### src/distance_switch_regs.vh
`ifndef DISTANCE_SWITCH_REGS_VH
`define DISTANCE_SWITCH_REGS_VH
// Distance width in sensor units, delay width in ticks.
`define DIST_W 16
`define DLY_W 16
// Timer tick period in microseconds and derived clock cycles at 50 MHz.
`define CLK_MHZ 50
`define TICK_US 1000
`define TICK_CYCLES (`TICK_US * `CLK_MHZ)
`define TICK_CNT_W 16
// Last count of the tick divider, one less than the tick period in cycles.
`define TICK_LAST 16'hC34F
// Switch modes.
`define MODE_SETPOINT 1'b0
`define MODE_WINDOW 1'b1
// Forced-state actions: hold, on, off.
`define ACT_HOLD 2'h0
`define ACT_ON 2'h1
`define ACT_OFF 2'h2
// Driver types.
`define DRV_OFF 2'h0
`define DRV_SINK 2'h1
`define DRV_SOURCE 2'h2
// Activation modes.
`define ACTV_CONT 2'h0
`define ACTV_POLL 2'h1
`define ACTV_MASTER 2'h2
`define ACTV_SLAVE 2'h3
`endif

### src/switch_channel.v
`timescale 1ns/1ps
`include "distance_switch_regs.vh"
module switch_channel (
  // Clock and reset.
  input  wire                core_clk,
  input  wire                reset,
  // Shared timing and events.
  input  wire                tick,
  input  wire                measDone,
  input  wire                targetValid,
  input  wire [`DIST_W-1:0]  distance,
  input  wire                syncLost,
  // Settings.
  input  wire                mode,
  input  wire                onFarther,
  input  wire                windowOnInside,
  input  wire [`DIST_W-1:0]  setpoint,
  input  wire [`DIST_W-1:0]  hysteresis,
  input  wire [`DIST_W-1:0]  windowFar,
  input  wire [`DLY_W-1:0]   onDelay,
  input  wire [`DLY_W-1:0]   offDelay,
  input  wire                powerUpOn,
  input  wire [1:0]          noTargetAct,
  input  wire                noTargetDlyEn,
  input  wire [`DLY_W-1:0]   noTargetDelay,
  input  wire [1:0]          noSyncAct,
  // Result.
  output reg                 switchOn_q
);
  reg               started_q;
  reg [`DLY_W-1:0]  qualCnt_q;
  reg [`DLY_W-1:0]  lostCnt_q;
  reg               wantOn;
  reg               inWin;
  reg [`DIST_W:0]   offThr;
  wire [`DLY_W-1:0] needDly = wantOn ? onDelay : offDelay;
  wire              lostTimed = !noTargetDlyEn || (lostCnt_q >= noTargetDelay);
  wire              qualDone = (qualCnt_q >= needDly);

  ////////////////////////////////////////////////////////////////////////////
  // Condition for the switch to be on from the present distance.
  always @* begin
    inWin = (distance >= setpoint) && (distance <= windowFar);
    offThr = {1'b0, setpoint};
    wantOn = switchOn_q;
    if (mode == `MODE_WINDOW) begin
      wantOn = inWin ? windowOnInside : !windowOnInside; // RULE_05 RULE_06 RULE_20
    end else if (!onFarther) begin
      offThr = {1'b0, setpoint} + {1'b0, hysteresis}; // RULE_04
      if (!switchOn_q) wantOn = (distance <= setpoint); // RULE_01 RULE_03
      else wantOn = ({1'b0, distance} < offThr); // RULE_02
    end else begin
      offThr = (hysteresis > setpoint) ? {(`DIST_W+1){1'b0}} : {1'b0, setpoint - hysteresis}; // RULE_04
      if (!switchOn_q) wantOn = (distance >= setpoint); // RULE_03
      else wantOn = ({1'b0, distance} > offThr); // RULE_02
    end
  end

  ////////////////////////////////////////////////////////////////////////////
  // State update at each measurement end, on a slave sync loss and before the first measurement.
  always @(posedge core_clk) begin
    if (reset) begin
      switchOn_q <= 1'b0;
      started_q  <= 1'b0;
      qualCnt_q  <= {`DLY_W{1'b0}};
      lostCnt_q  <= {`DLY_W{1'b0}};
    end else begin
      if (measDone) started_q <= 1'b1;
      if (tick && targetValid) lostCnt_q <= {`DLY_W{1'b0}}; // RULE_21
      else if (tick && lostCnt_q != {`DLY_W{1'b1}}) lostCnt_q <= lostCnt_q + 1'b1; // RULE_09
      // A valid target must keep asking for the new state at every tick, or the delay restarts.
      if (tick && targetValid && wantOn != switchOn_q) begin
        if (qualCnt_q != {`DLY_W{1'b1}}) qualCnt_q <= qualCnt_q + 1'b1; // RULE_10
      end else if (tick) begin
        qualCnt_q <= {`DLY_W{1'b0}}; // RULE_21
      end
      // The first measurement ends the power-up state and is evaluated at once.
      if (syncLost && started_q) begin
        if (noSyncAct == `ACT_ON) switchOn_q <= 1'b1; // RULE_11
        else if (noSyncAct == `ACT_OFF) switchOn_q <= 1'b0;
      end else if (measDone) begin // RULE_19
        if (!targetValid) begin
          qualCnt_q <= {`DLY_W{1'b0}};
          if (lostTimed && noTargetAct == `ACT_ON) switchOn_q <= 1'b1; // RULE_08
          else if (lostTimed && noTargetAct == `ACT_OFF) switchOn_q <= 1'b0;
        end else if (wantOn == switchOn_q) begin
          qualCnt_q <= {`DLY_W{1'b0}}; // RULE_21
        end else if (qualDone) begin
          switchOn_q <= wantOn; // RULE_10
          qualCnt_q  <= {`DLY_W{1'b0}};
        end
      end else if (!started_q) begin
        switchOn_q <= powerUpOn; // RULE_07
      end
    end
  end
endmodule

### src/distance_switch_logic.v
`timescale 1ns/1ps
`include "distance_switch_regs.vh"
// Function
// RULE_01: Setpoint mode turns on at setpoint.
// RULE_02: Turn off only past hysteresis band.
// RULE_03: Polarity selects on nearer or farther.
// RULE_04: Inverted polarity flips hysteresis direction.
// RULE_05: Window mode: in-window state versus opposite.
// RULE_06: Window far boundary and in-state configurable.
// RULE_07: Power-up state held until first measurement.
// RULE_08: No-target action: hold, on, off.
// RULE_09: No-target action after continuous absence delay.
// RULE_10: On/off delays need continuous qualification.
// RULE_11: Slave lost sync applies action after delay.
// RULE_12: One shared lost-sync delay for all outputs.
// RULE_13: Lost-sync actions only in slave mode.
// RULE_14: Targets nearer than minimum range invalid.
// RULE_15: Targets beyond maximum range count absent.
// RULE_16: Two independent switch outputs.
// RULE_17: Driver sinking, sourcing or disabled.
// RULE_18: Indicator follows switch unless reassigned.
// RULE_19: Switches update only at measurement end; a slave lost-sync action is applied on any clock after the first measurement end.
// RULE_20: Window near boundary is the setpoint.
// RULE_21: Delay timers use common tick, restart.
module distance_switch_logic (
  // Clock and reset.
  input  wire                 core_clk,
  input  wire                 reset,
  // Measurement engine results.
  input  wire                 measDone,
  input  wire                 targetSeen,
  input  wire [`DIST_W-1:0]   distance,
  input  wire                 syncPulse,
  // Shared settings.
  input  wire [1:0]           activationMode,
  input  wire [`DIST_W-1:0]   rangeMin,
  input  wire [`DIST_W-1:0]   rangeMax,
  input  wire [`DLY_W-1:0]    noSyncDelay,
  // Per-switch settings, switch 1 in the low slice.
  input  wire [1:0]           swMode,
  input  wire [1:0]           swOnFarther,
  input  wire [1:0]           swWindowOnInside,
  input  wire [2*`DIST_W-1:0] swSetpoint,
  input  wire [2*`DIST_W-1:0] swHysteresis,
  input  wire [2*`DIST_W-1:0] swWindowFar,
  input  wire [2*`DLY_W-1:0]  swOnDelay,
  input  wire [2*`DLY_W-1:0]  swOffDelay,
  input  wire [1:0]           swPowerUpOn,
  input  wire [3:0]           swNoTargetAct,
  input  wire [1:0]           swNoTargetDlyEn,
  input  wire [2*`DLY_W-1:0]  swNoTargetDelay,
  input  wire [3:0]           swNoSyncAct,
  input  wire [3:0]           swDriverType,
  input  wire [1:0]           swIndicatorReassign,
  input  wire [1:0]           swIndicatorAlt,
  // Outputs.
  output wire [1:0]           switchState,
  output reg  [1:0]           sinkDrive_q,
  output reg  [1:0]           sourceDrive_q,
  output reg  [1:0]           indicatorOn_q,
  output wire                 syncLost
);
  reg [`TICK_CNT_W-1:0] tickCnt_q;
  reg                   tick_q;
  reg [`DLY_W-1:0]      syncCnt_q;
  wire                  isSlave = (activationMode == `ACTV_SLAVE);
  wire                  targetValid;

  ////////////////////////////////////////////////////////////////////////////
  // Common time tick for every delay timer.
  always @(posedge core_clk) begin
    if (reset) begin
      tickCnt_q <= {`TICK_CNT_W{1'b0}};
      tick_q    <= 1'b0;
    end else if (tickCnt_q == `TICK_LAST) begin
      tickCnt_q <= {`TICK_CNT_W{1'b0}}; // RULE_21
      tick_q    <= 1'b1;
    end else begin
      tickCnt_q <= tickCnt_q + 1'b1;
      tick_q    <= 1'b0;
    end
  end

  ////////////////////////////////////////////////////////////////////////////
  // Range gating of the measured distance.
  assign targetValid = targetSeen && (distance >= rangeMin) && (distance <= rangeMax); // RULE_14 RULE_15

  ////////////////////////////////////////////////////////////////////////////
  // Lost synchronisation detection, slave mode only.
  always @(posedge core_clk) begin
    if (reset || !isSlave || syncPulse) begin
      syncCnt_q <= {`DLY_W{1'b0}};
    end else if (tick_q && syncCnt_q != {`DLY_W{1'b1}}) begin
      syncCnt_q <= syncCnt_q + 1'b1;
    end
  end
  assign syncLost = isSlave && !syncPulse && (syncCnt_q >= noSyncDelay); // RULE_11 RULE_12 RULE_13

  ////////////////////////////////////////////////////////////////////////////
  // Two independent switch channels.
  genvar i;
  generate
    for (i = 0; i < 2; i = i + 1) begin : chan
      switch_channel u_chan ( // RULE_16
        .core_clk       (core_clk),
        .reset          (reset),
        .tick           (tick_q),
        .measDone       (measDone),
        .targetValid    (targetValid),
        .distance       (distance),
        .syncLost       (syncLost),
        .mode           (swMode[i]),
        .onFarther      (swOnFarther[i]),
        .windowOnInside (swWindowOnInside[i]),
        .setpoint       (swSetpoint[i*`DIST_W +: `DIST_W]),
        .hysteresis     (swHysteresis[i*`DIST_W +: `DIST_W]),
        .windowFar      (swWindowFar[i*`DIST_W +: `DIST_W]),
        .onDelay        (swOnDelay[i*`DLY_W +: `DLY_W]),
        .offDelay       (swOffDelay[i*`DLY_W +: `DLY_W]),
        .powerUpOn      (swPowerUpOn[i]),
        .noTargetAct    (swNoTargetAct[2*i +: 2]),
        .noTargetDlyEn  (swNoTargetDlyEn[i]),
        .noTargetDelay  (swNoTargetDelay[i*`DLY_W +: `DLY_W]),
        .noSyncAct      (swNoSyncAct[2*i +: 2]),
        .switchOn_q     (switchState[i])
      );

      // Output driver and rear indicator.
      always @(posedge core_clk) begin
        if (reset) begin
          sinkDrive_q[i]   <= 1'b0;
          sourceDrive_q[i] <= 1'b0;
          indicatorOn_q[i] <= 1'b0;
        end else begin
          sinkDrive_q[i]   <= switchState[i] && (swDriverType[2*i +: 2] == `DRV_SINK); // RULE_17
          sourceDrive_q[i] <= switchState[i] && (swDriverType[2*i +: 2] == `DRV_SOURCE); // RULE_17
          indicatorOn_q[i] <= swIndicatorReassign[i] ? swIndicatorAlt[i] : switchState[i]; // RULE_18
        end
      end
    end
  endgenerate
endmodule

### config.mk
export PLATFORM = sky130hd
export DESIGN_NAME = distance_switch_logic
export DESIGN_NICKNAME = d
export VERILOG_FILES = /design/src/switch_channel.v /design/src/distance_switch_logic.v
export VERILOG_INCLUDE_DIRS = /design/src
export SDC_FILE = /design/constraint.sdc
export NUM_CORES = 1
export LEC_CHECK = 0
export ABC_AREA = 1
export BUFFER_PORTS_ARGS = -buffer_cell sky130_fd_sc_hd__buf_4
export CAP_MARGIN = 5
export CORE_MARGIN = 4
export CORE_UTILIZATION = 49
export CTS_CLUSTER_DIAMETER = 80
export DETAILED_ROUTE_END_ITERATION = 10
export PLACE_DENSITY = 0.72
export SLEW_MARGIN = 30
export SYNTH_ARGS = -nofsm -noshare
export SYNTH_HDL_FRONTEND = slang
export SYNTH_SLANG_ARGS = --single-unit
### constraint.sdc
create_clock -name core_clk -period 8.7 [get_ports core_clk]
set_input_delay 1.74 -clock core_clk [delete_from_list [all_inputs] [get_ports core_clk]]
set_output_delay 1.74 -clock core_clk [all_outputs]
set_load 0.005 [all_outputs]
# --- Yosys cells after proc, flatten, opt, wreduce, memory -nomap -nowiden ---
# Cells that the tools add are included.
totals:
  regBits: 106
  inputBits: 289
op_classes:
  add_sub_neg: 10
  n_lt_le_gt_ge: 19
  n_eq_ne: 32
  mux: 53
  reduce_logical: 35
ops:
  columns: ["operator", "n"]
  rows:
  - ["16-bit 2-to-1 mux", 20]
  - ["16-bit greater-or-equal comparator", 8]
  - ["16-bit by 1-bit adder with 16-bit output (second input constant)", 6]
  - ["16-bit <= comparator", 5]
  - ["16-bit inequality test (second input constant)", 5]
  - ["16-bit by 16-bit adder with 17-bit output", 2]
  - ["16-bit by 17-bit > comparator with 1-bit output", 2]
  - ["16-bit by 17-bit less-than comparator with 1-bit output", 2]
  - ["1-bit 2-to-1 mux", 33]
  - ["16-bit > comparator", 2]
  - ["16-bit subtractor", 2]
  - ["1-bit logical AND", 21]
  - ["16-bit == test (second input constant)", 1]
  - ["2-bit == test (second input constant)", 7]
  - ["2-bit by 1-bit == test with 1-bit output (second input constant)", 6]
  - ["5-bit by 1-bit inequality test with 1-bit output (second input constant)", 2]
  - ["5-bit AND reduction", 2]
  - ["3-bit inequality test (second input constant)", 3]
  - ["4-bit inequality test (second input constant)", 2]
  - ["1-bit logical NOT", 6]
  - ["1-bit logical OR", 4]
  - ["4-bit by 2-bit inequality test with 1-bit output (second input constant)", 1]
  - ["4-bit by 3-bit inequality test with 1-bit output (second input constant)", 1]
  - ["2-bit OR reduction", 2]
  - ["2 further kinds", 4]

# --- Logic depth before layout (Yosys ltp) ---
depth:
  ltp_word: 14
  mapped_depth: 49
  depth_no_buf: 47

# --- Cells and area by module ---
# A second synthesis with hierarchy kept.
hier_totals:
  cells_unflattened: 2293
  area_unflattened_um2: 15242.1
by_module_without_submodules:
  columns: ["mod", "n_inst", "cells_per_inst", "area_per_inst_um2", "seq_area_each_um2"]
  rows:
  - ["switch_channel (chan[0].u_chan)", 1, 909, 5994.5, 680.7]
  - ["switch_channel (chan[1].u_chan)", 1, 904, 5984.5, 680.7]
  - ["distance_switch_logic", 1, 480, 3263.1, 780.7]

# --- Worst setup path after synthesis ---
# Ideal clock, no wire load.
synth_path:
  kind: "input port to flip-flop"
  startpoint: "input port swSetpoint[16]"
  endpoint: "register chan[1].u_chan.switchOn_q"
  setup_time_ns: 0.111
  t_arrival_ns: 6.791
  required_ns: 8.589
  path_slack_ns: 1.798
  path_stages: 47
  path_buffers: 2
  cell_sequence: "inv_1 -> ha_1 -> fa_1 -> inv_1 -> a31oi_1 -> o21ai_1 -> a21oi_1 -> o21ai_1 -> nand2_1 -> nand2_1 -> a21oi_1 -> o21ai_0 -> nand2_1 -> nand2_1 -> nand2_1 -> nand2_1 -> buf_4 -> nand3_1 -> [... 11 more ...] -> nand2_8 -> buf_2 -> mux2i_1 -> ha_1 -> nand2_1 -> inv_1 -> nand3_1 -> inv_1 -> a21oi_1 -> nand2_1 -> a31oi_1 -> nand2_1 -> o211ai_1 -> nor2_1 -> nand2_1 -> nand2_1 -> nand2_1 -> nor2_1"
synth_via:
  elab_chain_len: 11
  elab_cells_between_ends: 25
synth_lines:
  columns: ["element", "line", "text"]
  rows:
  - ["from (decl)", "distance_switch_logic.v:43", "input wire [2*`DIST_W-1:0] swSetpoint,"]
  - ["16-bit subtractor / 16-bit > comparator (equally long branches)", "switch_channel.v:53", "offThr = (hysteresis > setpoint) ? {(`DIST_W+1){1'b0}} : {1'b0, setpoint - hysteresis};"]
  - ["16-bit 2-to-1 mux", "switch_channel.v:53", null]
  - ["16-bit by 17-bit > comparator with 1-bit output", "switch_channel.v:55", "else wantOn = ({1'b0, distance} > offThr);"]
  - ["1-bit 2-to-1 mux", "switch_channel.v:54", "if (!switchOn_q) wantOn = (distance >= setpoint);"]
  - ["1-bit 2-to-1 mux", "switch_channel.v:48", "end else if (!onFarther) begin"]
  - ["1-bit 2-to-1 mux *", "switch_channel.v:46", "if (mode == `MODE_WINDOW) begin"]
  - ["branches (longest 5 deep; another with 16-bit greater-or-equal comparator)", null, null]
  - ["to (signal assigned)", "switch_channel.v:89", "switchOn_q <= wantOn;"]
  - ["to (signal assigned)", "switch_channel.v:93", "switchOn_q <= powerUpOn;"]
  - ["to (decl)", "switch_channel.v:28", "output reg switchOn_q"]
# Mark *: on every way between the ends. The select of a mux whose other input is x is not followed.
# A chain may end at the register's enable or synchronous reset.

# --- Final worst setup path ---
layout_path:
  startpoint: "input port swSetpoint[16]"
  endpoint: "register chan[1].u_chan.qualCnt_q[1]"
layout_via:
  elab_chain_len: 14
  elab_cells_between_ends: 25
layout_lines:
  columns: ["element", "line", "text"]
  rows:
  - ["16-bit subtractor / 16-bit > comparator (equally long branches)", "switch_channel.v:53", null]
  - ["16-bit 2-to-1 mux", "switch_channel.v:53", null]
  - ["16-bit by 17-bit > comparator with 1-bit output", "switch_channel.v:55", null]
  - ["1-bit 2-to-1 mux", "switch_channel.v:54", null]
  - ["1-bit 2-to-1 mux", "switch_channel.v:48", null]
  - ["1-bit 2-to-1 mux *", "switch_channel.v:46", null]
  - ["branches (longest 7 deep; another with 16-bit greater-or-equal comparator)", null, null]
  - ["16-bit 2-to-1 mux *", "switch_channel.v:78", "if (syncLost && started_q) begin"]
  - ["to (signal assigned)", "switch_channel.v:83", "qualCnt_q <= {`DLY_W{1'b0}};"]
  - ["to (signal assigned)", "switch_channel.v:87", "qualCnt_q <= {`DLY_W{1'b0}};"]
  - ["to (signal assigned)", "switch_channel.v:90", "qualCnt_q <= {`DLY_W{1'b0}};"]
  - ["to (decl)", "switch_channel.v:31", "reg [`DLY_W-1:0] qualCnt_q;"]
# Mark *: on every way between the ends.

==> flow_summary.toml <==
[worst_hold_path]
hold_path_class = "reg2reg"
min-delay-start = "tickCnt_q[0]$_SDFF_PP0_"
min_path_cells = 1
hold_path_end = "tickCnt_q[0]$_SDFF_PP0_"

[finish]
final_common_cell = "inv_1"
final_cell_mix = "438 x inv_1, 382 x nand2_1, 310 x ha_1"
finalNonFillerCells = 2944
drive_gt1_frac = 0.1591
utilization = 0.5879
nets = 3144
area_growth_pct = 18.56

[global_routing]
antenna_found_initial = 2
grt_max_degree = 33
grt.total_usage = 0.2464
grt-ovfl-total = 0
grt_pass1_wl_um = 69990
grt_pass1_vias = 14970

[place]
routabilityCongestion = 0.9423
dp_hpwl_um = 36420
io_buffers = 297
numPlacedInstances = 2926

[sta]
fmax_mhz = 132.1
relSlewSlack = 0.4372
tns_ns = 0
fin_crit_sh = 0.8700
period_minus_slack_ns = 7.569
setup-violations-final = 0
slew_violations = 0
max_slew.worst_pin.slew_ns = 0.8430
rsz0062_at_grt = "no"
hold_viol_final = 0
skew_ns = 0.01455

[setup_path]
crit_type = "in2reg"
arrival_ns = 7.78
cpMaxStageDelayCell = "fa_1"
path_max_fanout = 19
worstPathRequired_ns = 8.91
reg2reg_slack_ns = 4.79
cp-start-kind = "primary input"
r2r-start = "chan[1].u_chan.switchOn_q$_SDFFE_PP0P_"
reg2regPathDepth = 24
regToRegEndpoint = "chan[1].u_chan.qualCnt_q[1]$_SDFF_PP0_"
slowest_delay_ns = 0.40
cpMostUsedCell = "nand2_1"
endpoint_kind = "flip-flop"

[cts]
cts_tree = "done"
insertion_delay_ns = 0.35
cts_sinks = 106
clockBufferDepth = 2
clk_pin_slew_ns = 0.07
ctsHtreeMaxLevel = 3
cts_resized = 0
root_buffer = "clkbuf_16"
numCtsBuffers = 9
postCtsSetupBuffers = 0
cts-hold-fix-buffers = 0

[floorplan]
die_area_um2 = 33830
ioPinCount = 298
start_util = 0.4959
die_w_um = 183.9
die_h_um = 183.9
design.core.area_um2 = 30590
rows = 64

[routing]
drt_first_pass_iters = 5
wl_per_cell_um = 14.76
drc = 0
vias_per_cell = 5.260
routed_wl_um = 43450
drt_iter0_markers = 843
vias = 15490
ant_nets = 0

[synth]
ys_seq_area_frac = 0.1399
syn_area_per_cell_um2 = 6.691
yosysWarnings = 0
syn_nets = 2870
synth_cell_types = 66
netlist_area_um2 = 15170
ys_seq_elements = 106
syn_inst = 2267

[pwr]
p_leak_nw = 9.165
ir_drop_mv = 0.07336
pwr_density_cell_nw_per_um2 = 91.13

[job]
maxCapViolCount = 0

[run_status]
status = "complete, no violations"
-- metal layers --
metal	GRT usage	vias up	wire length, um
met5	0	-	0
met4	0.06537	0	1154
met3	0.03502	80	2533
met2	0.4291	447	20220
met1	0.3194	6945	19540
li1	-	8014	-
-- how the worst max path moves through the flow --
stage,cells after the start,slack [ns],end,start
CTS,44,1.14,chan[1].u_chan.qualCnt_q[1]$_SDFF_PP0_,swSetpoint[16]
floorplan,47,1.80,chan[1].u_chan.switchOn_q$_SDFFE_PP0P_,swSetpoint[16]
finish,43,1.13,chan[1].u_chan.qualCnt_q[1]$_SDFF_PP0_,swSetpoint[16]
global placement,44,1.04,chan[1].u_chan.qualCnt_q[1]$_SDFF_PP0_,swSetpoint[16]
global route,44,0.47,chan[1].u_chan.qualCnt_q[15]$_SDFF_PP0_,swSetpoint[16]
detailed placement,44,0.79,chan[1].u_chan.qualCnt_q[1]$_SDFF_PP0_,swSetpoint[16]
-- sequential cells by signal (all words and copies together), names as in the netlist --
| register | cells |
|---|---|
| chan.u_chan.started_q | 1 |
| tick_q | 1 |
| chan.u_chan.qualCnt_q | 32 |
| sinkDrive_q | 2 |
| indicatorOn_q | 2 |
| syncCnt_q | 16 |
| tickCnt_q | 16 |
| chan.u_chan.lostCnt_q | 32 |
| chan.u_chan.switchOn_q | 2 |
| sourceDrive_q | 2 |
-- through the flow --
stage / area, um^2 / hold slack, ns / setup WS (ns) / power (mW)
detailed placement: 17690 / 0.4427 / 0.7932 / 1.243
floorplan: 15170 / 0.4179 / 1.798 / 0.9881
global placement: 17690 / 0.4285 / 1.040 / 1.220
CTS: 17980 / 0.4559 / 1.144 / 1.651
finish: 17980 / 0.4599 / 1.131 / 1.639
global route: 17980 / 0.4895 / 0.4699 / 1.773
-- kinds of logic (layout without fill, tap and decap cells) --
| family | count (synthesis) | after routing | share of synthesized area |
|---|---|---|---|
| xor+xnor | 67 | 67 | 0.03869 |
| mux | 32 | 32 | 0.02128 |
| flops | 106 | 106 | 0.1399 |
| simple gates | 867 | 867 | 0.2638 |
| fa+ha+maj | 314 | 314 | 0.2610 |
| buf+inv | 488 | 767 | 0.1265 |
| other cells | 0 | 2 | 0 |
| compound gates | 393 | 393 | 0.1488 |
-- power breakdown --
group          leakage, nW  internal, mW  switching, mW
logic                 8.17         0.322          0.420
registers            0.855         0.488        0.00475
clock network        0.144         0.206          0.198
-- cells in the mapped netlist (all sizes together) --
cell / count / area, um^2
and3: 1 / 6.260
o21ai: 104 / 535.5
o21bai: 11 / 93.84
o2111ai: 3 / 26.28
dfxtp: 106 / 2122
a31o: 1 / 8.760
nand3b: 1 / 7.510
a31oi: 13 / 81.33
or3b: 1 / 8.760
a21o: 8 / 60.06
nand3: 119 / 658.1
nor3b: 12 / 90.09
and2: 2 / 12.51
a221oi: 1 / 8.760
a21boi: 3 / 22.52
o32ai: 1 / 8.760
o211ai: 9 / 67.56
xor2: 61 / 534.3
o21a: 10 / 75.07
nor3: 67 / 340.3
mux2i: 30 / 300.3
or2: 19 / 118.9
fa: 4 / 80.08
a211oi: 5 / 42.54
clkbuf: 13 / 48.80
nor2: 191 / 802.0
xnor2: 6 / 52.55
o22ai: 13 / 100.1
mux2: 2 / 22.52
or3: 3 / 18.77
inv: 453 / 1705
a21oi: 201 / 1040
ha: 310 / 3879
nand4: 41 / 269.0
o221ai: 4 / 35.03
nand2: 397 / 1580
o311ai: 1 / 8.760
o31ai: 5 / 42.54
nor4: 12 / 81.33
or4: 1 / 7.510
buf: 22 / 165.1
-- cell type report --
cell class                 instances  area, um^2
fill                            2992       12610
antenna                            2       5.005
timing repair buffer             298        2237
tap                              396       495.5
sequential                       106        2122
inverter                         453        1705
multi-input combinational       1673       11130
clock buffer                      10       239.0
clock inverter                     6       48.80
-- worst max-delay path: cells and delay by family --
kind | cells | cell delay [ns]
AOI/OAI and AO/OA | 15 | 2.16
and+or+nand+nor | 20 | 2.15
adders and majority gates | 4 | 1.11
muxes | 1 | 0.36
buffers and inverters | 3 | 0.23
Note: power is estimated with default switching activity, not from simulation.
